**config.mk**
```make
export PLATFORM = sky130hd
export DESIGN_NAME = obi_interlock
export DESIGN_NICKNAME = d
export VERILOG_FILES = /design/src/rtl/obi_pkg.sv /design/src/rtl/obi_interlock.sv
export SDC_FILE = /design/constraint.sdc
export NUM_CORES = 1
export LEC_CHECK = 0
export ABC_CLOCK_PERIOD_IN_PS = 7330
export BUFFER_PORTS_ARGS = -buffer_cell sky130_fd_sc_hd__buf_2
export CAP_MARGIN = 20
export CELL_PAD_IN_SITES_DETAIL_PLACEMENT = 1
export CELL_PAD_IN_SITES_GLOBAL_PLACEMENT = 1
export CORE_MARGIN = 4
export CORE_UTILIZATION = 48
export DETAILED_ROUTE_END_ITERATION = 10
export PLACE_DENSITY = 0.83
export SYNTH_ARGS = -nofsm -noshare
export SYNTH_HDL_FRONTEND = slang
export SYNTH_SLANG_ARGS = --single-unit
```
**constraint.sdc**
```tcl
create_clock -name pclk -period 7.33 [get_ports pclk]
set_input_delay 0.3665 -clock pclk [delete_from_list [all_inputs] [get_ports pclk]]
set_output_delay 0.3665 -clock pclk [all_outputs]
set_load 0.005 [all_outputs]
```
**src/rtl/obi_pkg.sv**
```systemverilog
// constants for the output breaker interlock
package obi_pkg;
    // clock and run-time group timing
    localparam int unsigned CLK_HZ = 20_000_000;
    localparam int unsigned BASE_SAMPLE_US = 1000;
    localparam int unsigned RTG_CLASS = 3;
    localparam int unsigned TICK_US = RTG_CLASS * BASE_SAMPLE_US;
    localparam int unsigned TICK_CYCLES_DEF = TICK_US * (CLK_HZ / 1_000_000);
    // element times in milliseconds
    localparam int unsigned ON_DELAY_MS = 4000;
    localparam int unsigned STRETCH_MS = 5000;
    localparam int unsigned CLOSE_PULSE_MS = 5000;
    localparam int unsigned MONITOR_MS = 5000;
    // least times round up, longest times round down
    localparam int unsigned ON_DELAY_TICKS_DEF =
        (ON_DELAY_MS * 1000 + TICK_US - 1) / TICK_US;
    localparam int unsigned STRETCH_TICKS_DEF = STRETCH_MS * 1000 / TICK_US;
    localparam int unsigned CLOSE_TICKS_DEF = CLOSE_PULSE_MS * 1000 / TICK_US;
    localparam int unsigned MONITOR_TICKS_DEF = MONITOR_MS * 1000 / TICK_US;
    // register map
    localparam logic [7:0] CTRL_OFS = 8'h00;
    localparam logic [7:0] STATE_OFS = 8'h04;
    localparam logic [7:0] IRQ_STAT_OFS = 8'h08;
    localparam logic [7:0] IRQ_MASK_OFS = 8'h0C;
    // control fields
    localparam int unsigned CTRL_RUN_BIT = 0;
    localparam logic [31:0] CTRL_RESET = 32'h0000_0001;
    // state fields
    localparam int unsigned ST_BRK_EN = 0;
    localparam int unsigned ST_CLOSE = 1;
    localparam int unsigned ST_FEEDBACK = 2;
    localparam int unsigned ST_OP_EN = 3;
    localparam int unsigned ST_EXT_FLT = 4;
    localparam int unsigned ST_DELAY_OUT = 5;
    localparam int unsigned ST_STRETCH = 6;
    localparam int unsigned ST_PULSE_EN = 7;
    // event bits, shared by status and mask
    localparam int unsigned EV_W = 3;
    localparam int unsigned EV_MONITOR = 0;
    localparam int unsigned EV_EXT_FAULT = 1;
    localparam int unsigned EV_TRIP = 2;
    localparam logic [2:0] EV_RESET = 3'h0;
    localparam logic [31:0] RD_ZERO = 32'h0000_0000;
endpackage

```
**src/rtl/obi_interlock.sv**
```systemverilog
// output breaker interlock with apb registers and one interrupt
// Operation
// - all gates, delays and pulses step on one run-time group tick, class 3.
// - breaker enable is the inverse of the converter fault flag.
// - contactor request passes an on-delay of 4000 ms.
// - on-delay rising output starts a 5000 ms feedback pulse.
// - or of feedback pulse and breaker closed, two inputs tied low.
// - and of that or with contactor request, two inputs tied high.
// - the and result is the line contactor feedback.
// - operation enable follows the breaker closed input.
// - missing feedback for 5000 ms while the contactor request is held raises an event.
// - rising operation request makes a 5000 ms breaker close pulse.
// - output pulses are enabled only while the breaker closed input sampled at the last tick is set and no external fault is latched.
// - stop requests of any kind never open the breaker.
// - local breaker opening while the operation request is held latches an external fault until a fresh on.
`timescale 1ns/1ps
`default_nettype none
module obi_interlock #(
    parameter int unsigned TICK_CYCLES = obi_pkg::TICK_CYCLES_DEF,
    parameter int unsigned ON_DELAY_TICKS = obi_pkg::ON_DELAY_TICKS_DEF,
    parameter int unsigned STRETCH_TICKS = obi_pkg::STRETCH_TICKS_DEF,
    parameter int unsigned CLOSE_TICKS = obi_pkg::CLOSE_TICKS_DEF,
    parameter int unsigned MONITOR_TICKS = obi_pkg::MONITOR_TICKS_DEF,
    parameter int unsigned CNT_W = 16,
    parameter int unsigned TICK_W = 20
) (
    input wire logic pclk,
    input wire logic presetn,
    input wire logic psel,
    input wire logic penable,
    input wire logic pwrite,
    input wire logic [7:0] paddr,
    input wire logic [31:0] pwdata,
    output logic [31:0] prdata,
    output logic pready,
    output logic pslverr,
    input wire logic contactor_request,
    input wire logic operation_request,
    input wire logic fault_active_flag,
    input wire logic breaker_closed_input,
    output logic breaker_enable,
    output logic close_command,
    output logic line_contactor_feedback,
    output logic operation_enable,
    output logic output_pulse_enable,
    output logic external_fault,
    output logic irq
);
    if (TICK_CYCLES < 1 || TICK_CYCLES >= (64'd1 << TICK_W)
        || ON_DELAY_TICKS < 1 || STRETCH_TICKS < 1 || CLOSE_TICKS < 1
        || MONITOR_TICKS < 1 || ON_DELAY_TICKS >= (64'd1 << CNT_W)
        || STRETCH_TICKS >= (64'd1 << CNT_W)
        || CLOSE_TICKS >= (64'd1 << CNT_W)
        || MONITOR_TICKS >= (64'd1 << CNT_W))
    begin : g_bad_params
        $error("obi_interlock: counts do not fit the counter widths");
    end

    localparam logic [TICK_W-1:0] TICK_LAST = TICK_W'(TICK_CYCLES - 1);
    localparam logic [CNT_W-1:0] DLY_N = CNT_W'(ON_DELAY_TICKS);
    localparam logic [CNT_W-1:0] STR_N = CNT_W'(STRETCH_TICKS);
    localparam logic [CNT_W-1:0] CLS_N = CNT_W'(CLOSE_TICKS);
    localparam logic [CNT_W-1:0] MON_N = CNT_W'(MONITOR_TICKS);
    localparam logic [CNT_W-1:0] CNT_ZERO = '0;

    typedef struct packed {
        logic [TICK_W-1:0] tick_cnt;
        logic [CNT_W-1:0] dly_cnt;
        logic dly_out;
        logic [CNT_W-1:0] str_cnt;
        logic [CNT_W-1:0] cls_cnt;
        logic [CNT_W-1:0] mon_cnt;
        logic mon_done;
        logic op_req_prev;
        logic brk_prev;
        logic flt_prev;
        logic brk_en;
        logic feedback;
        logic op_en;
        logic ext_flt;
        logic run;
        logic [obi_pkg::EV_W-1:0] ev_stat;
        logic [obi_pkg::EV_W-1:0] ev_mask;
        logic [31:0] rdata;
    } obi_state_type;

    obi_state_type s_ff;
    obi_state_type nxt_s;
    logic tick;
    logic wr_acc;
    logic addr_ok;
    logic [31:0] state_word;

    always_comb
    begin
        addr_ok = (paddr == obi_pkg::CTRL_OFS)
            || (paddr == obi_pkg::STATE_OFS)
            || (paddr == obi_pkg::IRQ_STAT_OFS)
            || (paddr == obi_pkg::IRQ_MASK_OFS);
        state_word = obi_pkg::RD_ZERO;
        state_word[obi_pkg::ST_BRK_EN] = s_ff.brk_en;
        state_word[obi_pkg::ST_CLOSE] = (s_ff.cls_cnt != CNT_ZERO);
        state_word[obi_pkg::ST_FEEDBACK] = s_ff.feedback;
        state_word[obi_pkg::ST_OP_EN] = s_ff.op_en;
        state_word[obi_pkg::ST_EXT_FLT] = s_ff.ext_flt;
        state_word[obi_pkg::ST_DELAY_OUT] = s_ff.dly_out;
        state_word[obi_pkg::ST_STRETCH] = (s_ff.str_cnt != CNT_ZERO);
        state_word[obi_pkg::ST_PULSE_EN] = s_ff.op_en && !s_ff.ext_flt;
    end

    assign wr_acc = psel && penable && pwrite;

    always_comb
    begin
        nxt_s = s_ff;
        tick = 1'b0;
        // the group divider; clearing run freezes every element as it stands
        if (s_ff.run)
        begin
            if (s_ff.tick_cnt == TICK_LAST)
            begin
                nxt_s.tick_cnt = '0;
                tick = 1'b1;
            end
            else
            begin
                nxt_s.tick_cnt = s_ff.tick_cnt + 1'b1;
            end
        end
        if (tick)
        begin
            // stop requests are not inputs here, so they cannot trip it
            nxt_s.brk_en = !fault_active_flag;
            nxt_s.flt_prev = fault_active_flag;
            if (!contactor_request)
                nxt_s.dly_cnt = '0;
            else if (s_ff.dly_cnt != DLY_N)
                nxt_s.dly_cnt = s_ff.dly_cnt + 1'b1;
            nxt_s.dly_out = contactor_request && (nxt_s.dly_cnt == DLY_N);
            if (nxt_s.dly_out && !s_ff.dly_out && s_ff.str_cnt == CNT_ZERO)
                nxt_s.str_cnt = STR_N;
            else if (s_ff.str_cnt != CNT_ZERO)
                nxt_s.str_cnt = s_ff.str_cnt - 1'b1;
            nxt_s.feedback = ((nxt_s.str_cnt != CNT_ZERO) || breaker_closed_input
                || 1'b0 || 1'b0)
                && (contactor_request && 1'b1 && 1'b1);
            nxt_s.op_req_prev = operation_request;
            if (operation_request && !s_ff.op_req_prev
                && s_ff.cls_cnt == CNT_ZERO)
                nxt_s.cls_cnt = CLS_N;
            else if (s_ff.cls_cnt != CNT_ZERO)
                nxt_s.cls_cnt = s_ff.cls_cnt - 1'b1;
            nxt_s.op_en = breaker_closed_input;
            nxt_s.brk_prev = breaker_closed_input;
            // a fresh on clears the latch; a new opening in the same tick wins
            if (operation_request && !s_ff.op_req_prev)
                nxt_s.ext_flt = 1'b0;
            if (s_ff.brk_prev && !breaker_closed_input && operation_request)
                nxt_s.ext_flt = 1'b1;
            // the window runs again each time feedback drops; feedback ends the wait and rearms it
            if (!contactor_request || nxt_s.feedback)
            begin
                nxt_s.mon_cnt = '0;
                nxt_s.mon_done = 1'b0;
            end
            else if (!s_ff.mon_done)
            begin
                nxt_s.mon_cnt = s_ff.mon_cnt + 1'b1;
                nxt_s.mon_done = (nxt_s.mon_cnt == MON_N);
            end
        end
        // register bus; events below are applied after the clear so set wins
        if (wr_acc && paddr == obi_pkg::CTRL_OFS)
            nxt_s.run = pwdata[obi_pkg::CTRL_RUN_BIT];
        else if (wr_acc && paddr == obi_pkg::IRQ_STAT_OFS)
            nxt_s.ev_stat = s_ff.ev_stat & ~pwdata[obi_pkg::EV_W-1:0];
        else if (wr_acc && paddr == obi_pkg::IRQ_MASK_OFS)
            nxt_s.ev_mask = pwdata[obi_pkg::EV_W-1:0];
        if (nxt_s.mon_done && !s_ff.mon_done)
            nxt_s.ev_stat[obi_pkg::EV_MONITOR] = 1'b1;
        if (nxt_s.ext_flt && !s_ff.ext_flt)
            nxt_s.ev_stat[obi_pkg::EV_EXT_FAULT] = 1'b1;
        if (tick && fault_active_flag && !s_ff.flt_prev)
            nxt_s.ev_stat[obi_pkg::EV_TRIP] = 1'b1;
        // read data is taken in the setup cycle, ready in the access cycle
        if (psel && !penable && !pwrite)
        begin
            if (paddr == obi_pkg::CTRL_OFS)
                nxt_s.rdata = {31'h0000_0000, s_ff.run};
            else if (paddr == obi_pkg::STATE_OFS)
                nxt_s.rdata = state_word;
            else if (paddr == obi_pkg::IRQ_STAT_OFS)
                nxt_s.rdata = {29'h0000_0000, s_ff.ev_stat};
            else if (paddr == obi_pkg::IRQ_MASK_OFS)
                nxt_s.rdata = {29'h0000_0000, s_ff.ev_mask};
            else
                nxt_s.rdata = obi_pkg::RD_ZERO;
        end
    end

    always_ff @(posedge pclk or negedge presetn)
    begin
        if (!presetn)
        begin
            s_ff <= '0;
            s_ff.run <= obi_pkg::CTRL_RESET[obi_pkg::CTRL_RUN_BIT];
            s_ff.ev_stat <= obi_pkg::EV_RESET;
            s_ff.ev_mask <= obi_pkg::EV_RESET;
        end
        else
        begin
            s_ff <= nxt_s;
        end
    end

    assign prdata = s_ff.rdata;
    assign pready = 1'b1;
    assign pslverr = psel && penable && !addr_ok;
    assign breaker_enable = s_ff.brk_en;
    assign close_command = (s_ff.cls_cnt != CNT_ZERO);
    assign line_contactor_feedback = s_ff.feedback;
    assign operation_enable = s_ff.op_en;
    assign output_pulse_enable = s_ff.op_en && !s_ff.ext_flt;
    assign external_fault = s_ff.ext_flt;
    assign irq = |(s_ff.ev_stat & s_ff.ev_mask);
endmodule
`default_nettype wire

```
==> key figures, run 1 <==
Synth
  • XOR/XNOR Fraction of Synth Area: 4.08%
  • Syn. warnings: 0
  • Netlist cell types: 68
  • #FFs+latches synth: 107
  • Synthesized cell area: 0.00666 mm2
  • Post-synthesis adder-cell area fraction: 1.69%
  • Post-synthesis simple-gate area fraction: 27.1%
  • Largest family of logic cells by synthesized area: simple AND/OR/NAND/NOR gates
  • Ys flop type: dfrtp_1
  • Asr flop ratio synth: 100%
  • Compound-cell area share of the yosys netlist: 16.2%
  • Cells after Synth: 756
  • Register area share after synthesis: 40.2%
  • Mux cell area share after synthesis: 3.33%
  • Post-synth EDFFs: 0
  • Avg Cell Area, Syn: 8.81 um2

Pwr
  • Sw Ratio: 23.6%
  • Seq pwr share: 52.5%
  • Clock share of power: 43.9%
  • Worst VDD drop: 0.111 mV
  • Pleak: 3.00 nW
  • Comb pwr share: 3.7%
  • Power per cell area: 162 mW/mm2
  • NetSw: 0.269 mW
  • Int Power: 0.872 mW

Timing
  • Final setup vio count: 0
  • Final hold viol count: 0
  • Clk_skew: 0.0118 ns
  • Final Cycle Share: 57.8%
  • RSZ-0062 raised after global routing: false
  • Setup TNS: 0 ns
  • Fmax: 236 MHz
  • Minimum clock period: 4.24 ns
  • Final setup margin: 3.09 ns
  • Slew Limit Fails: 0
  • Slew margin rel.: 46.2%
  • Worst slew pin tran: 0.805 ns

Min path
  • Worst hold path class: in -> async

Routing
  • Remaining DRCs: 0
  • Drt first pass iters: 5
  • Vias per cell: 6.12
  • WL final: 18.1 mm
  • Initial DRC count: 466
  • Post-DRT Antenna Nets: 0
  • DR WL/cell: 19.3 um
  • Vias: 5742

CTS
  • CTS tree: built
  • Clk slew on worst S/H paths: 0.08 ns
  • Maximum root-to-sink buffer count: 2
  • Clock Sinks: 107
  • Clock Tree Root: clkbuf_16
  • CTS buffer count: 9
  • Htree depth: 3
  • Cts hold-fix bufs: 0
  • PostCTS Resize Cnt: 0
  • Clock latency at the later pin of the worst-skew pair: 0.36 ns
  • Post-CTS setup repair buffer count: 0

GRT
  • First-pass GRT wire length: 30.5 mm
  • Largest net degree at the start of global routing: 60
  • GRT Total Usage: 23.3%
  • Total grt overflow: 0
  • Number of global-route vias before repair: 6098
  • Antenna violations before repair: 0

Die
  • Chip height: 126 um
  • I/O pin total: 90
  • Core box area: 0.0134 mm2
  • Die Area: 0.0158 mm2
  • Die width: 126 um
  • Starting density of the core: 49.7%
  • Row count: 42

Critical path
  • Flop2flop setup slack: 3.09 ns
  • CP max FO: 21
  • Crit path DAT: 4.52 ns
  • Critical path origin: s_ff[79]
  • Crit Path Class: reg -> reg
  • Worst R2R Start: s_ff[79]
  • Setup crit start kind: flop
  • CP endpoint kind: flop
  • Worst EP required: 7.61 ns

Outcome
  • Status: finished clean

Final layout
  • Ant. Diodes: 0
  • Multi-input gate area in the final layout: 0.00358 mm2
  • Storage element area: 0.00268 mm2
  • Nets: 817
  • Layout cell share with drive strength beyond 1: 11.0%
  • Fillers: 1612
  • Area delta synth->final: 6.11%

Placed design
  • Routability cong.: 0.846
  • Port buffer count: 35
  • Pre-CTS setup slack: 3.11 ns
  • Hpwl dp: 12.5 mm

Job
  • Maxcap violations: 0
==> critical path, cell delays in order (launching register included) <==
cell and delay [ns]:
dfrtp_1 0.46, inv_1 0.16, ha_1 0.20, nor3b_1 0.53, nand4_1 0.62, nor2b_1 0.35
o32a_1 0.30, nor4b_2 0.35, nand4_1 0.14, buf_4 0.24, or3_1 0.53, o31ai_2 0.25
==> registers in the layout, summed over array words and instances (netlist names) <==
signal	flops
prdata	8
breaker_enable	1
operation_enable	1
line_contactor_feedback	1
s_ff	95
external_fault	1
==> logic make-up after synthesis <==
| logic type | count (synthesis) |
|---|---|
| simple gates | 337 |
| buf+inv | 90 |
| mux | 20 |
| compound gates | 160 |
| xor+xnor | 31 |
| flops | 107 |
| fa+ha+maj | 9 |
| other cells | 2 |
==> Yosys cell counts (all sizes together), types with 2 or more instances <==
master	n	share of area, %
a21o	8	0.90
or4	8	1.0
inv	17	0.96
nor2b	7	0.66
nand3	28	2.1
a22o	7	0.92
nor3	20	1.5
o31ai	23	3.3
mux2	7	1.2
nand2	103	5.8
and3	14	1.3
o21a	4	0.45
dfrtp	106	40
clkbuf	29	1.6
nor4bb	7	1.1
a2111oi	2	0.28
or3	21	2.0
nor4b	4	0.71
xor2	14	1.8
nor3b	8	0.90
xnor2	17	2.2
o211a	3	0.45
ha	9	1.7
nor2	52	2.9
nand2b	6	0.56
buf	43	4.6
or2	3	0.28
a21oi	29	2.2
nand3b	4	0.45
a211oi	4	0.45
a31oi	6	0.56
nor4	12	1.4
o21ai	54	4.1
o32a	2	0.30
and4	9	1.2
and4b	2	0.30
mux2i	12	1.8
nand4	22	2.1
or3b	2	0.26
and2	2	0.19
conb	2	0.11
a2bb2oi	8	1.1
==> cells in the final DEF (no fill, tap or decap), types with 7 or more instances in the layout <==
master / Yosys / layout
dfrtp_1: 106 / 106
nand2_1: 103 / 103
o21ai_0: 53 / 53
nor2_1: 52 / 52
buf_2: 7 / 34
a21oi_1: 29 / 29
nand3_1: 28 / 28
conb_1: 2 / 25
nand4_1: 22 / 22
or3_1: 21 / 21
nor3_1: 20 / 20
xnor2_1: 17 / 17
inv_1: 17 / 17
o31ai_1: 16 / 16
xor2_1: 14 / 14
and3_1: 14 / 14
mux2i_1: 12 / 12
nor4_1: 9 / 9
and4_1: 9 / 9
ha_1: 9 / 9
clkbuf_16: 0 / 9
a21o_1: 8 / 8
nor3b_1: 8 / 8
a2bb2oi_1: 8 / 8
mux2_2: 7 / 7
a22o_1: 7 / 7
nor2b_1: 7 / 7
nor4bb_1: 7 / 7
buf_4: 34 / 7
==> per-stage QoR <==
step	hold slack [ns]	utilization (%)	instance area [um2]	power [mW]	std cells
after CTS	0.0461	52.7	7070	1.15	939
after global routing	0.0673	52.7	7070	1.18	939
after detailed placement	0.437	50.6	6770	0.653	924
after global placement	0.426	50.6	6770	0.649	924
final	0.00809	52.7	7070	1.14	939
after floorplan	0.0709	-	6750	0.637	779
==> final cells by class <==
cell class / instances / share of cell area, %
clock inverters: 5 / 0.885
well taps: 176 / 3.12
repair buffers: 41 / 3.15
multi-input cells: 582 / 50.7
clock buffers: 10 / 3.24
inverters: 18 / 0.956
flip-flops and latches: 107 / 37.9
==> per-layer routing <==
metal	vias to the layer above	global-route usage, %	share of wire (%)
met5	-	0	0
met4	0	7.89	2.0
met3	26	2.96	2.6
met2	105	40.7	51
met1	2924	30.0	45
li1	2687	-	-
==> power by group through the flow <==
stage | Combinational (mW) | Clock (mW) | Sequential [mW]
2_1_floorplan | 0.0284 | 0 | 0.609
3_3_place_gp | 0.0396 | 0 | 0.610
3_5_place_dp | 0.0422 | 0 | 0.610
4_1_cts | 0.0425 | 0.507 | 0.599
5_1_grt | 0.0482 | 0.534 | 0.599
6_report | 0.0419 | 0.501 | 0.599
==> final timing paths <==
check | cells past startpoint | to
worst max-delay path | 11 | s_ff[49]
worst min-delay path | 1 | s_ff[70]
worst max register to register | 11 | s_ff[49]
worst min register to register | 2 | s_ff[43]
max in group asynchronous | 2 | s_ff[99]
min in group pclk | 2 | s_ff[33]
No activity file was read; power rests on OpenSTA's default activity.
==> run 2: changes to the inputs <==
ABC_CLOCK_PERIOD_IN_PS = 3850   (was 7330)
CORE_UTILIZATION = 40   (was 48)
PLACE_DENSITY = 0.74   (was 0.83)
clock period = 3.85 ns   (was 7.33 ns; I/O delays follow)
==> run 2 against run 1 <==
Effect of this change: first-iteration DRC count fell by 27%; combinational power up 94%; fmax rose by 19%; setup slack worse by 2.8 ns; via count shrank 0.96%; count of clock-buffer cells in the layout down 1; hold slack better by 0.077 ns; die area up 19%; critical path depth is 1 lower; critical path type unchanged.
==> key figures, run 2 (synthesized netlist as in run 1, its figures left out) <==
Routing
  • Vias: 5687
  • Drt first pass iters: 5
  • Post-DRT Antenna Nets: 0
  • Initial DRC count: 341
  • WL final: 17.6 mm
  • Vias per cell: 5.74
  • Remaining DRCs: 0
  • DR WL/cell: 17.8 um

Timing
  • Worst slew pin tran: 0.936 ns
  • Final setup margin: 0.272 ns
  • Slew margin rel.: 37.5%
  • Final setup vio count: 0
  • Final hold viol count: 0
  • Slew Limit Fails: 0
  • Setup TNS: 0 ns
  • Fin Hold WS: 0.0849 ns
  • Clk_skew: 0.0110 ns
  • Minimum clock period: 3.58 ns
  • RSZ-0062 raised after global routing: false
  • Final Cycle Share: 92.9%
  • Fmax: 280 MHz

CTS
  • Clk slew on worst S/H paths: 0.08 ns
  • Clock Tree Root: clkbuf_16
  • Clock latency at the later pin of the worst-skew pair: 0.36 ns
  • Clock Sinks: 107
  • CTS buffer count: 9
  • Post-CTS setup repair buffer count: 0
  • Maximum root-to-sink buffer count: 2
  • Htree depth: 3
  • CTS tree: built

Pwr
  • Worst VDD drop: 0.202 mV
  • Power per cell area: 308 mW/mm2
  • Power Total: 2.22 mW
  • Pleak: 3.07 nW

Die
  • Row count: 46
  • Chip height: 137 um
  • Starting density of the core: 41.3%
  • Core box area: 0.0161 mm2
  • I/O pin total: 90
  • Die width: 137 um
  • Die Area: 0.0188 mm2

Placed design
  • Placed insts: 973
  • Hpwl dp: 12.8 mm
  • Area after DPL: 0.00689 mm2
  • Pre-CTS setup slack: 0.321 ns
  • Port buffer count: 35
  • Routability cong.: 0.874

Final layout
  • Final core occ: 44.8%
  • Most frequent cells in the layout: 106 x dfrtp_1, 103 x nand2_1, 53 x o21ai_0, 51 x nor2_1, 34 x buf_2
  • Final instance area: 0.00722 mm2
  • Ant. Diodes: 0
  • Area delta synth->final: 8.49%
  • Max reg flops: 95
  • Layout Cells excl Fill: 990
  • Nets: 827
  • Most common cell after layout, fill and taps aside: dfrtp_1
  • Layout cell share with drive strength beyond 1: 12.4%
  • Biggest register: s_ff

GRT
  • First-pass GRT wire length: 30.2 mm
  • GRT Total Usage: 20.0%
  • Antenna violations before repair: 0
  • Largest net degree at the start of global routing: 46
  • Number of global-route vias before repair: 6053
  • Total grt overflow: 0

Outcome
  • Status: finished clean

Critical path
  • CP max FO: 9
  • Crit Path Class: reg -> reg
  • CP endpoint kind: flop
  • Setup crit start kind: flop
  • Crit path DAT: 3.85 ns
  • Critical path origin: s_ff[79]
  • Worst R2R Start: s_ff[79]
  • Worst EP required: 4.12 ns

Job
  • Maxcap violations: 0

Min path
  • Min-Delay Startpoint: pwdata[2]
  • Worst hold path class: in -> reg
## run 2: cell count changes in the layout (fill, tap and decap cells not counted)
cell | previous run | this run
buf_4 | 7 | 16
inv_8 | 0 | 2
a2111oi_0 | 1 | 0
a2111oi_1 | 1 | 2
clkbuf_1 | 1 | 0
clkinv_4 | 1 | 0
clkinv_8 | 0 | 1
clkinvlp_4 | 2 | 1
dlygate4sd3_1 | 0 | 1
inv_6 | 1 | 2
nor2_1 | 52 | 51
nor2_2 | 0 | 1
## run 2: what timing repair did
item | 4_1_cts | 5_1_grt
setup endpoints to repair | 0 | 11
hold endpoints to repair | 27 | 0
hold buffers | 1 | 0
gates resized for setup | 0 | 1
## run 2: worst max-delay path, stage by stage (launching register included)
cell and delay (ns):
dfrtp_1 0.46, inv_1 0.15, ha_1 0.20, or3b_2 0.50
o31ai_4 0.27, mux2i_1 0.11, o32a_1 0.37, nor4b_2 0.40
nand4_1 0.19, or3_1 0.57, o31ai_2 0.26
## run 2: path summary, 6_finish.rpt
kind	end	slack (ns)	depth (start not counted)
setup reg to reg	s_ff[51]	0.27	10
min in group asynchronous	prdata[0]	0.30	2
hold reg to reg	s_ff[43]	0.47	2
setup / recovery	s_ff[51]	0.27	10
hold / removal	s_ff[34]	0.08	2
max in group asynchronous	s_ff[106]	2.63	3
## run 2: area by class of cell
type / count / area, um2
multi-input combinational: 582 / 3590
clock buffer: 9 / 225
clock inverter: 7 / 93.8
fill: 1923 / 8890
inverter: 18 / 67.6
timing repair buffer: 51 / 300
tap: 216 / 270
sequential: 107 / 2680
## run 2: metal layers
metal / global-route usage, % / wire, um / vias to the layer above
met5: 0 / 0 / -
met4: 5.21 / 276 / 0
met3: 2.98 / 416 / 24
met2: 35.2 / 8920 / 78
met1: 25.6 / 8020 / 2877
li1: - / - / 2708
## run 2: power breakdown
part / switching (mW) / internal (mW) / leakage (nW)
Combinational: 0.0552 / 0.0259 / 1.57
Clock: 0.479 / 0.525 / 0.153
Sequential: 0.00841 / 1.13 / 1.35
